### config.mk
export PLATFORM = sky130hd
export DESIGN_NAME = tcc_timer
export DESIGN_NICKNAME = d
export VERILOG_FILES = /design/src/hw/tcc_pkg.sv /design/src/hw/tcc_ev_if.sv /design/src/hw/tcc_timer.sv /design/src/hw/tcc_prescaler.sv /design/src/hw/tcc_irq.sv
export SDC_FILE = /design/constraint.sdc
export NUM_CORES = 1
export LEC_CHECK = 0
export BUFFER_PORTS_ARGS = -buffer_cell sky130_fd_sc_hd__buf_4
export CAP_MARGIN = 20
export CORE_ASPECT_RATIO = 1.2
export CORE_MARGIN = 2
export CORE_UTILIZATION = 49
export CTS_CLUSTER_DIAMETER = 30
export DETAILED_ROUTE_END_ITERATION = 8
export GPL_TIMING_DRIVEN = 0
export PLACE_DENSITY = 0.77
export SYNTH_ARGS = -nofsm -noshare
export SYNTH_HDL_FRONTEND = slang
export SYNTH_SLANG_ARGS = --single-unit
### constraint.sdc
create_clock -name hclk -period 2.27 [get_ports hclk]
set_clock_uncertainty 0.2 [all_clocks]
set_input_delay 0.227 -clock hclk [delete_from_list [all_inputs] [get_ports hclk]]
set_output_delay 0.227 -clock hclk [all_outputs]
set_load 0.005 [all_outputs]
### src/hw/tcc_pkg.sv
`default_nettype none
package tcc_pkg;
    // Register byte addresses.
    localparam logic [7:0] TCC_OFF_CTRL   = 8'h00;
    localparam logic [7:0] TCC_OFF_COUNT  = 8'h04;
    localparam logic [7:0] TCC_OFF_RELOAD = 8'h08;
    localparam logic [7:0] TCC_OFF_HOLD   = 8'h0c;
    localparam logic [7:0] TCC_OFF_STAT   = 8'h10;
    localparam logic [7:0] TCC_OFF_IEN    = 8'h14;
    localparam logic [7:0] TCC_OFF_ICLR   = 8'h18;
    // Control register fields.
    localparam int TCC_CTRL_EN_BIT    = 0;
    localparam int TCC_CTRL_MODE_BIT  = 1;
    localparam int TCC_CTRL_EDGE_BIT  = 2;
    localparam int TCC_CTRL_OUTEN_BIT = 3;
    localparam int TCC_CTRL_PRE_LSB   = 8;
    localparam int TCC_CTRL_PRE_W     = 8;
    // Status register fields.
    localparam int TCC_ST_RELOAD_BIT  = 0;
    localparam int TCC_ST_CAPT_BIT    = 1;
    localparam int TCC_ST_CMP_BIT     = 2;
    localparam int TCC_NUM_EV         = 3;
    // Reset values.
    localparam logic [15:0] TCC_COUNT_RST  = 16'h0001;
    localparam logic [15:0] TCC_RELOAD_RST = 16'hffff;
    localparam logic [15:0] TCC_HOLD_RST   = 16'h0000;
    localparam logic [7:0]  TCC_PRE_RST    = 8'h00;
    // Modes.
    typedef enum logic {TCC_MODE_CAPTURE = 1'b0, TCC_MODE_COMPARE = 1'b1} tcc_mode_t;
    // Bus transfer type codes.
    localparam logic [1:0] TCC_HTRANS_NONSEQ = 2'b10;
endpackage : tcc_pkg
`default_nettype wire

### src/hw/tcc_ev_if.sv
`default_nettype none
interface tcc_ev_if;
    logic [2:0] ev;
    logic [2:0] clr;
    logic [2:0] stat;
    modport core (output ev, input stat);
    modport irq (input ev, input clr, output stat);
endinterface : tcc_ev_if
`default_nettype wire

### src/hw/tcc_timer.sv
// The AHB-Lite slave port and the register offsets were left to the implementer.
`default_nettype none
// Notes on behaviour
// - Capture mode: reaching reload interrupts, keeps counting.
// - Capture edge selectable rising or falling.
// - Capture stores count; reload leaves holding untouched.
// - Count advances once per prescale period.
// - Compare mode counts toward reload register value.
// - Compare mode counts system clock, not pin.
// - Compare match interrupts without reloading count.
// - Compare match toggles output when enabled.
// - Compare mode wraps FFFFH to 0000H.
module tcc_timer
    import tcc_pkg::*;
#(
    parameter int PRE_W = TCC_CTRL_PRE_W
) (
    // Clock and reset.
    input  wire logic        hclk,
    input  wire logic        hresetn,
    // AHB-Lite slave.
    input  wire logic        hsel,
    input  wire logic [31:0] haddr,
    input  wire logic [1:0]  htrans,
    input  wire logic        hwrite,
    input  wire logic [2:0]  hsize,
    input  wire logic [31:0] hwdata,
    input  wire logic        hready,
    output logic [31:0]      hrdata,
    output logic             hreadyout,
    output logic             hresp,
    // Timer pins.
    input  wire logic        timer_in,
    output logic             timer_out,
    // Interrupt.
    output logic             irq
);
    tcc_ev_if evp ();

    // Register state.
    logic              en_r, en_nxt;
    tcc_mode_t         mode_r, mode_nxt;
    logic              edge_r, edge_nxt;
    logic              outen_r, outen_nxt;
    logic [PRE_W-1:0]  pre_r, pre_nxt;
    logic [15:0]       count_r, count_nxt;
    logic [15:0]       reload_r, reload_nxt;
    logic [15:0]       hold_r, hold_nxt;
    logic [TCC_NUM_EV-1:0] ien_r, ien_nxt;
    logic              tout_r, tout_nxt;
    logic              pin_d_r;
    logic              irq_nxt;
    // Bus state.
    logic              wr_pend_r, wr_pend_nxt;
    logic [7:0]        addr_r, addr_nxt;
    logic [31:0]       rdata_nxt;
    logic              tick;
    logic              cap_edge;
    logic [TCC_NUM_EV-1:0] ev;
    logic [TCC_NUM_EV-1:0] clr;
    logic              wr_now;

    // Prescaled tick for counting.
    // prescale period tick
    tcc_prescaler #(.PW(PRE_W)) u_pre (
        .hclk    (hclk),
        .hresetn (hresetn),
        .run     (en_r),
        .pre     (pre_r),
        .tick    (tick)
    );

    tcc_irq u_irq (
        .hclk    (hclk),
        .hresetn (hresetn),
        .evp     (evp)
    );

    // Capture edge detection on the timer input pin.
    // selectable capture edge
    assign cap_edge = (edge_r == 1'b0) ? (timer_in & ~pin_d_r) : (~timer_in & pin_d_r);

    // A write is completed in the data phase after its address phase.
    assign wr_now = wr_pend_r;

    // Bus address phase capture and read data.
    always_comb begin
        wr_pend_nxt = 1'b0;
        addr_nxt    = addr_r;
        rdata_nxt   = 32'h0000_0000;
        if (hsel && hready && htrans[1]) begin
            addr_nxt    = {haddr[7:2], 2'b00};
            wr_pend_nxt = hwrite;
            if (!hwrite) begin
                unique case ({haddr[7:2], 2'b00})
                    TCC_OFF_CTRL: begin
                        rdata_nxt[TCC_CTRL_EN_BIT]    = en_r;
                        rdata_nxt[TCC_CTRL_MODE_BIT]  = mode_r;
                        rdata_nxt[TCC_CTRL_EDGE_BIT]  = edge_r;
                        rdata_nxt[TCC_CTRL_OUTEN_BIT] = outen_r;
                        rdata_nxt[TCC_CTRL_PRE_LSB +: PRE_W] = pre_r;
                    end
                    TCC_OFF_COUNT:  rdata_nxt[15:0] = count_r;
                    TCC_OFF_RELOAD: rdata_nxt[15:0] = reload_r;
                    TCC_OFF_HOLD:   rdata_nxt[15:0] = hold_r;
                    TCC_OFF_STAT:   rdata_nxt[TCC_NUM_EV-1:0] = evp.stat;
                    TCC_OFF_IEN:    rdata_nxt[TCC_NUM_EV-1:0] = ien_r;
                    default:        rdata_nxt = 32'h0000_0000;
                endcase
            end
        end
    end

    // Register writes, counting, capture and compare.
    always_comb begin
        en_nxt     = en_r;
        mode_nxt   = mode_r;
        edge_nxt   = edge_r;
        outen_nxt  = outen_r;
        pre_nxt    = pre_r;
        count_nxt  = count_r;
        reload_nxt = reload_r;
        hold_nxt   = hold_r;
        ien_nxt    = ien_r;
        tout_nxt   = tout_r;
        ev         = '0;
        clr        = '0;
        // Counting; the counter stands still while disabled.
        // hold while disabled
        if (en_r) begin
            if (tick) begin
                count_nxt = count_r + 16'h0001;
                if (count_r == reload_r) begin
                    if (mode_r == TCC_MODE_CAPTURE) begin
                        ev[TCC_ST_RELOAD_BIT] = 1'b1;
                    end else begin
                        ev[TCC_ST_CMP_BIT] = 1'b1;
                        if (outen_r) begin
                            tout_nxt = ~tout_r;
                        end
                    end
                end
            end
            if (mode_r == TCC_MODE_CAPTURE && cap_edge) begin
                hold_nxt = count_r;
                ev[TCC_ST_CAPT_BIT] = 1'b1;
            end
        end
        // Software writes, except an ICLR clear, take priority over the counting path.
        // software loads configuration
        if (wr_now) begin
            unique case (addr_r)
                TCC_OFF_CTRL: begin
                    en_nxt    = hwdata[TCC_CTRL_EN_BIT];
                    mode_nxt  = tcc_mode_t'(hwdata[TCC_CTRL_MODE_BIT]);
                    edge_nxt  = hwdata[TCC_CTRL_EDGE_BIT];
                    outen_nxt = hwdata[TCC_CTRL_OUTEN_BIT];
                    pre_nxt   = hwdata[TCC_CTRL_PRE_LSB +: PRE_W];
                end
                TCC_OFF_COUNT:  count_nxt  = hwdata[15:0];
                TCC_OFF_RELOAD: reload_nxt = hwdata[15:0];
                TCC_OFF_HOLD:   hold_nxt   = hwdata[15:0];
                TCC_OFF_IEN:    ien_nxt    = hwdata[TCC_NUM_EV-1:0];
                TCC_OFF_ICLR:   clr        = hwdata[TCC_NUM_EV-1:0];
                default: begin
                end
            endcase
        end
    end

    assign evp.ev  = ev;
    assign evp.clr = clr;

    // Interrupt level from enabled sticky bits after this cycle's update.
    always_comb begin
        irq_nxt = |(((evp.stat & ~clr) | ev) & ien_nxt);
    end

    // State registers.
    always_ff @(posedge hclk or negedge hresetn) begin
        if (!hresetn) begin
            en_r      <= 1'b0;
            mode_r    <= TCC_MODE_CAPTURE;
            edge_r    <= 1'b0;
            outen_r   <= 1'b0;
            pre_r     <= PRE_W'(TCC_PRE_RST);
            count_r   <= TCC_COUNT_RST;
            reload_r  <= TCC_RELOAD_RST;
            hold_r    <= TCC_HOLD_RST;
            ien_r     <= '0;
            tout_r    <= 1'b0;
            pin_d_r   <= 1'b0;
            irq       <= 1'b0;
            wr_pend_r <= 1'b0;
            addr_r    <= 8'h00;
            hrdata    <= 32'h0000_0000;
        end else begin
            en_r      <= en_nxt;
            mode_r    <= mode_nxt;
            edge_r    <= edge_nxt;
            outen_r   <= outen_nxt;
            pre_r     <= pre_nxt;
            count_r   <= count_nxt;
            reload_r  <= reload_nxt;
            hold_r    <= hold_nxt;
            ien_r     <= ien_nxt;
            tout_r    <= tout_nxt;
            pin_d_r   <= timer_in;
            irq       <= irq_nxt;
            wr_pend_r <= wr_pend_nxt;
            addr_r    <= addr_nxt;
            hrdata    <= rdata_nxt;
        end
    end

    // Zero wait states, always OKAY.
    assign hreadyout = 1'b1;
    assign hresp     = 1'b0;
    assign timer_out = tout_r;
endmodule : tcc_timer
`default_nettype wire

### src/hw/tcc_prescaler.sv
`default_nettype none
module tcc_prescaler
    import tcc_pkg::*;
#(
    parameter int PW = 8
) (
    // Clock and reset.
    input  wire logic          hclk,
    input  wire logic          hresetn,
    // Control.
    input  wire logic          run,
    input  wire logic [PW-1:0] pre,
    // Tick out, one cycle every pre+1 clocks.
    output logic               tick
);
    logic [PW-1:0] cnt_r;
    logic [PW-1:0] cnt_nxt;
    logic          tick_nxt;

    // Count clocks and fire a tick when the period completes.
    always_comb begin
        cnt_nxt  = cnt_r;
        tick_nxt = 1'b0;
        if (!run) begin
            cnt_nxt = '0;
        end else if (cnt_r >= pre) begin
            cnt_nxt  = '0;
            tick_nxt = 1'b1;
        end else begin
            cnt_nxt = cnt_r + 1'b1;
        end
    end

    // Register the divider state.
    always_ff @(posedge hclk or negedge hresetn) begin
        if (!hresetn) begin
            cnt_r <= '0;
            tick  <= 1'b0;
        end else begin
            cnt_r <= cnt_nxt;
            tick  <= tick_nxt;
        end
    end
endmodule : tcc_prescaler
`default_nettype wire

### src/hw/tcc_irq.sv
`default_nettype none
module tcc_irq
    import tcc_pkg::*;
(
    // Clock and reset.
    input  wire logic hclk,
    input  wire logic hresetn,
    // Event path.
    tcc_ev_if.irq     evp
);
    logic [TCC_NUM_EV-1:0] stat_r;
    logic [TCC_NUM_EV-1:0] stat_nxt;

    // Sticky bits: a new event wins over a clear in the same cycle.
    always_comb begin
        stat_nxt = (stat_r & ~evp.clr) | evp.ev;
    end

    always_ff @(posedge hclk or negedge hresetn) begin
        if (!hresetn) begin
            stat_r <= '0;
        end else begin
            stat_r <= stat_nxt;
        end
    end

    assign evp.stat = stat_r;
endmodule : tcc_irq
`default_nettype wire

==> summary.txt <==
====================================================================================
Final Critical Period .................................................      2.26 ns
Setup slack of the most critical reg-to-reg path ......................      0.01 ns
Port bufs .............................................................           46
Final Routed Wirelength ...............................................      12.2 mm
Number of vias per cell after detailed routing ........................         5.56
Clock Power Share .....................................................        32.3%
Sequential cell fraction of total power ...............................        47.1%
Total placed cells including tap cells ................................          655
GRT Residual Overflow .................................................            0
Sequential area share after synthesis .................................        49.3%
Yosys synthesis warning count .........................................            0
Hold-critical path endpoint ...........................................    hrdata[1]
Slew Viols, Final .....................................................            0
Post-route core utilization ...........................................        61.4%
CP arrival ............................................................      2.28 ns
Total routing usage reported by global routing ........................        22.7%
Number of clock buffers inserted by TritonCTS .........................            9
Reg2Reg Launch Point ..................................................    addr_r[7]
Number of antenna violations at the first check in global routing .....            0
Fraction of synthesized cell area taken by the top area cell type .....        40.7%
Clock network latency to the later pin of the worst-skew pair .........      0.35 ns
Routed via count ......................................................         3872
Maximum buffer depth of the clock tree ................................            2
Most used standard cells in the synthesized netlist ................... dfrtp_1, nand2_1, nor2_1
Post-detailed-route DRC marker count ..................................            0
Number of flops mapped to enable cells by yosys .......................            0
Fin Hold WS ...........................................................     0.171 ns
Hold path depth .......................................................            4
# fillers .............................................................          861
Width of the die ......................................................      97.8 um
Slew HR ...............................................................        42.7%
I/O Pins ..............................................................          111
Die outline area ......................................................    11400 um2
Most frequently used cell type in the post-synthesis netlist ..........      dfrtp_1
First-pass GRT wire length ............................................      19.9 mm
Combinational Power Share .............................................        20.6%
Final period util .....................................................        99.4%
CTS sink cnt ..........................................................          101
Hold path start .......................................................     haddr[4]
Cell types with the largest area share after synthesis ................ dfrtp_1, dfstp_2, mux2_2
Number of global-route vias before repair .............................         3905
Register bit total from synthesis .....................................          101
Nature of the critical path startpoint ................................     register
Number of library cell types mapped by synthesis ......................           40
Class of the tightest hold or removal check ........................... input port to register
Most used flip-flop cell after synthesis ..............................      dfrtp_1
Post-route ant nets ...................................................            0
Length of routed met2 wiring ..........................................      6.42 mm
Count of max-cap constraint violations ................................            0
Antenna fix cells .....................................................            0
Endpoint of the worst-slack reg-to-reg timing path ....................          irq
Required time reported for the critical path endpoint .................      2.30 ns
Final net count .......................................................          647
Placer Congestion .....................................................        0.907
Core Area .............................................................    10400 um2
Iteration-0 DRC count of the detailed router ..........................          197
Die Height ............................................................       117 um
Switching portion of total power ......................................        28.0%
Top achievable clock speed ............................................      443 MHz
Detail-routed net length per standard cell ............................      17.6 um
Cell-internal power ...................................................      3750 uW
Proportion of synthesized flip-flops having asynchronous set or reset .         100%
Number of standard cells in the final layout excluding fillers ........          696
Power dissipated by switching net loads ...............................      1460 uW
VDD IR-drop max .......................................................   0.000437 V
1st-pass router iterations ............................................            4
Standard-cell rows ....................................................           41
Pin count of the biggest net entering global routing ..................           55
Highest routing layer actually used ...................................         met4
Nature of the critical path endpoint ..................................     register
Gate count after technology mapping ...................................          463
Synthesized area per cell .............................................     11.2 um2
DRT met1 WL ...........................................................      4.72 mm
Cell accounting for the most synthesized area .........................      dfrtp_1
DR WL met3 ............................................................       794 um
RSZ-0062 raised after global routing ..................................          yes
Path type of the worst setup path ..................................... register to register
Post-synthesis to final-layout area growth ............................        23.7%
Worst Tran Pin Value ..................................................     0.856 ns
Clock root buffer master ..............................................    clkbuf_16
Clock-pin transition on the worst setup and hold timing paths .........      0.07 ns
H-tree levels .........................................................            3
Placed wire-length estimate after detailed placement ..................      8.54 mm
Synthesized cell area .................................................     5170 um2
Cell depth of the worst flop-to-flop path .............................            4
TritonCTS clock tree ..................................................         done
Power density over the cells ..........................................   814 nW/um2
Layout cells sized above 1 ............................................        29.1%
Run status ............................................................    completed
Initial Util ..........................................................        49.6%
Final setup fails .....................................................            0
Leakage Power .........................................................   0.00294 uW
Worst Path Max Fanout .................................................            3
Final hold violation count ............................................            0
====================================================================================
==> flip-flops by register name, indices dropped and copies added, names as in the netlist, 3 cells and up <==
name            count
addr_r              6
count_r            16
hold_r             16
hrdata             16
ien_r               3
pre_r               8
reload_r           16
u_irq.evp.stat      3
u_pre.cnt_r         8
==> cells in the final DEF (no fill, tap or decap), types with 3 or more instances in the layout <==
| master | count |
|---|---|
| a21o_1 | 3 |
| dfstp_2 | 17 |
| xnor2_1 | 24 |
| dlygate4sd3_1 | 23 |
| ha_1 | 10 |
| and3_1 | 13 |
| xor2_1 | 14 |
| inv_1 | 12 |
| nor3_1 | 3 |
| a21oi_1 | 18 |
| buf_2 | 5 |
| mux2_2 | 36 |
| nand2_1 | 38 |
| mux4_2 | 9 |
| nor2_1 | 38 |
| nor4_2 | 4 |
| mux2_1 | 10 |
| o21ai_0 | 17 |
| dfrtp_1 | 84 |
| conb_1 | 18 |
| a22oi_1 | 7 |
| clkbuf_2 | 3 |
| clkbuf_16 | 9 |
| a221oi_1 | 3 |
| nand4_1 | 8 |
| mux2i_1 | 17 |
| clkbuf_1 | 15 |
| nand3_1 | 13 |
| buf_4 | 66 |
==> metrics by stage <==
stage	TNS [ns]	setup slack, ns	power [uW]	cell area, um2
after global placement	-0.0546	-0.0546	3410	5740
after CTS	0	0.00805	5220	6340
final	0	0.0129	5210	6390
after global routing	-0.150	-0.0579	5480	6390
after floorplan	0	0.0750	3150	5230
after detailed placement	-0.294	-0.0664	3490	5760
==> critical path, cell delays in order (launching register included) <==
cell	delay (ns)
dfrtp_1	0.40
or4b_4	0.59
nor3_4	0.22
mux2_2	0.38
a221o_1	0.36
==> cells by family after synthesis <==
logic type / share of synthesized area, %
other: 0.145
buffers and inverters: 5.37
multiplexers: 17.5
AND/OR/NAND/NOR: 12.1
XOR/XNOR: 6.44
flip-flops: 49.3
AO/OA/AOI/OAI: 6.75
adder cells (fa/ha/maj): 2.42
==> layout make-up <==
| type | instances | area [um2] | area share [%] |
|---|---|---|---|
| inverters | 12 | 45.0 | 0.704 |
| repair buffers | 72 | 618 | 9.67 |
| well taps | 129 | 161 | 2.52 |
| multi-input cells | 324 | 2450 | 38.3 |
| flip-flops and latches | 101 | 2550 | 39.9 |
| clock buffers | 10 | 239 | 3.74 |
| plain buffers | 42 | 239 | 3.74 |
| clock inverters | 6 | 93.8 | 1.47 |
==> metal layers <==
layer | GRT usage (%) | up-vias
li1 | - | 1785
met4 | 9.63 | 0
met1 | 26.4 | 1913
met5 | 0 | -
met3 | 4.55 | 27
met2 | 41.4 | 147
==> power by group through the flow <==
stage	logic, uW	registers (uW)	clock network, uW
finish	1070	2450	1680
global route	1190	2490	1800
CTS	1060	2450	1710
detailed placement	1020	2470	0
global placement	972	2440	0
floorplan	765	2380	0
==> how the worst max path moves through the flow <==
| stage | cells after the start | slack, ns | end | start |
|---|---|---|---|---|
| after floorplan | 5 | 0.07 | irq | addr_r[7] |
| after global placement | 5 | -0.05 | irq | addr_r[7] |
| after detailed placement | 5 | -0.07 | irq | addr_r[7] |
| after CTS | 5 | 0.008 | irq | addr_r[7] |
| after global routing | 7 | -0.06 | count_r[15] | en_r |
| final | 4 | 0.01 | irq | addr_r[7] |
==> repair_timing <==
| action | CTS | global route |
|---|---|---|
| pin swaps | 1 | 2 |
| endpoints found under the setup margin | 14 | 34 |
| endpoints found under the hold margin | 108 | 0 |
| buffers inserted | 0 | 2 |
| cloned | 0 | 0 |
| resized for setup | 2 | 14 |
| hold buffers | 23 | 0 |
Note: power is estimated with default switching activity, not from simulation.
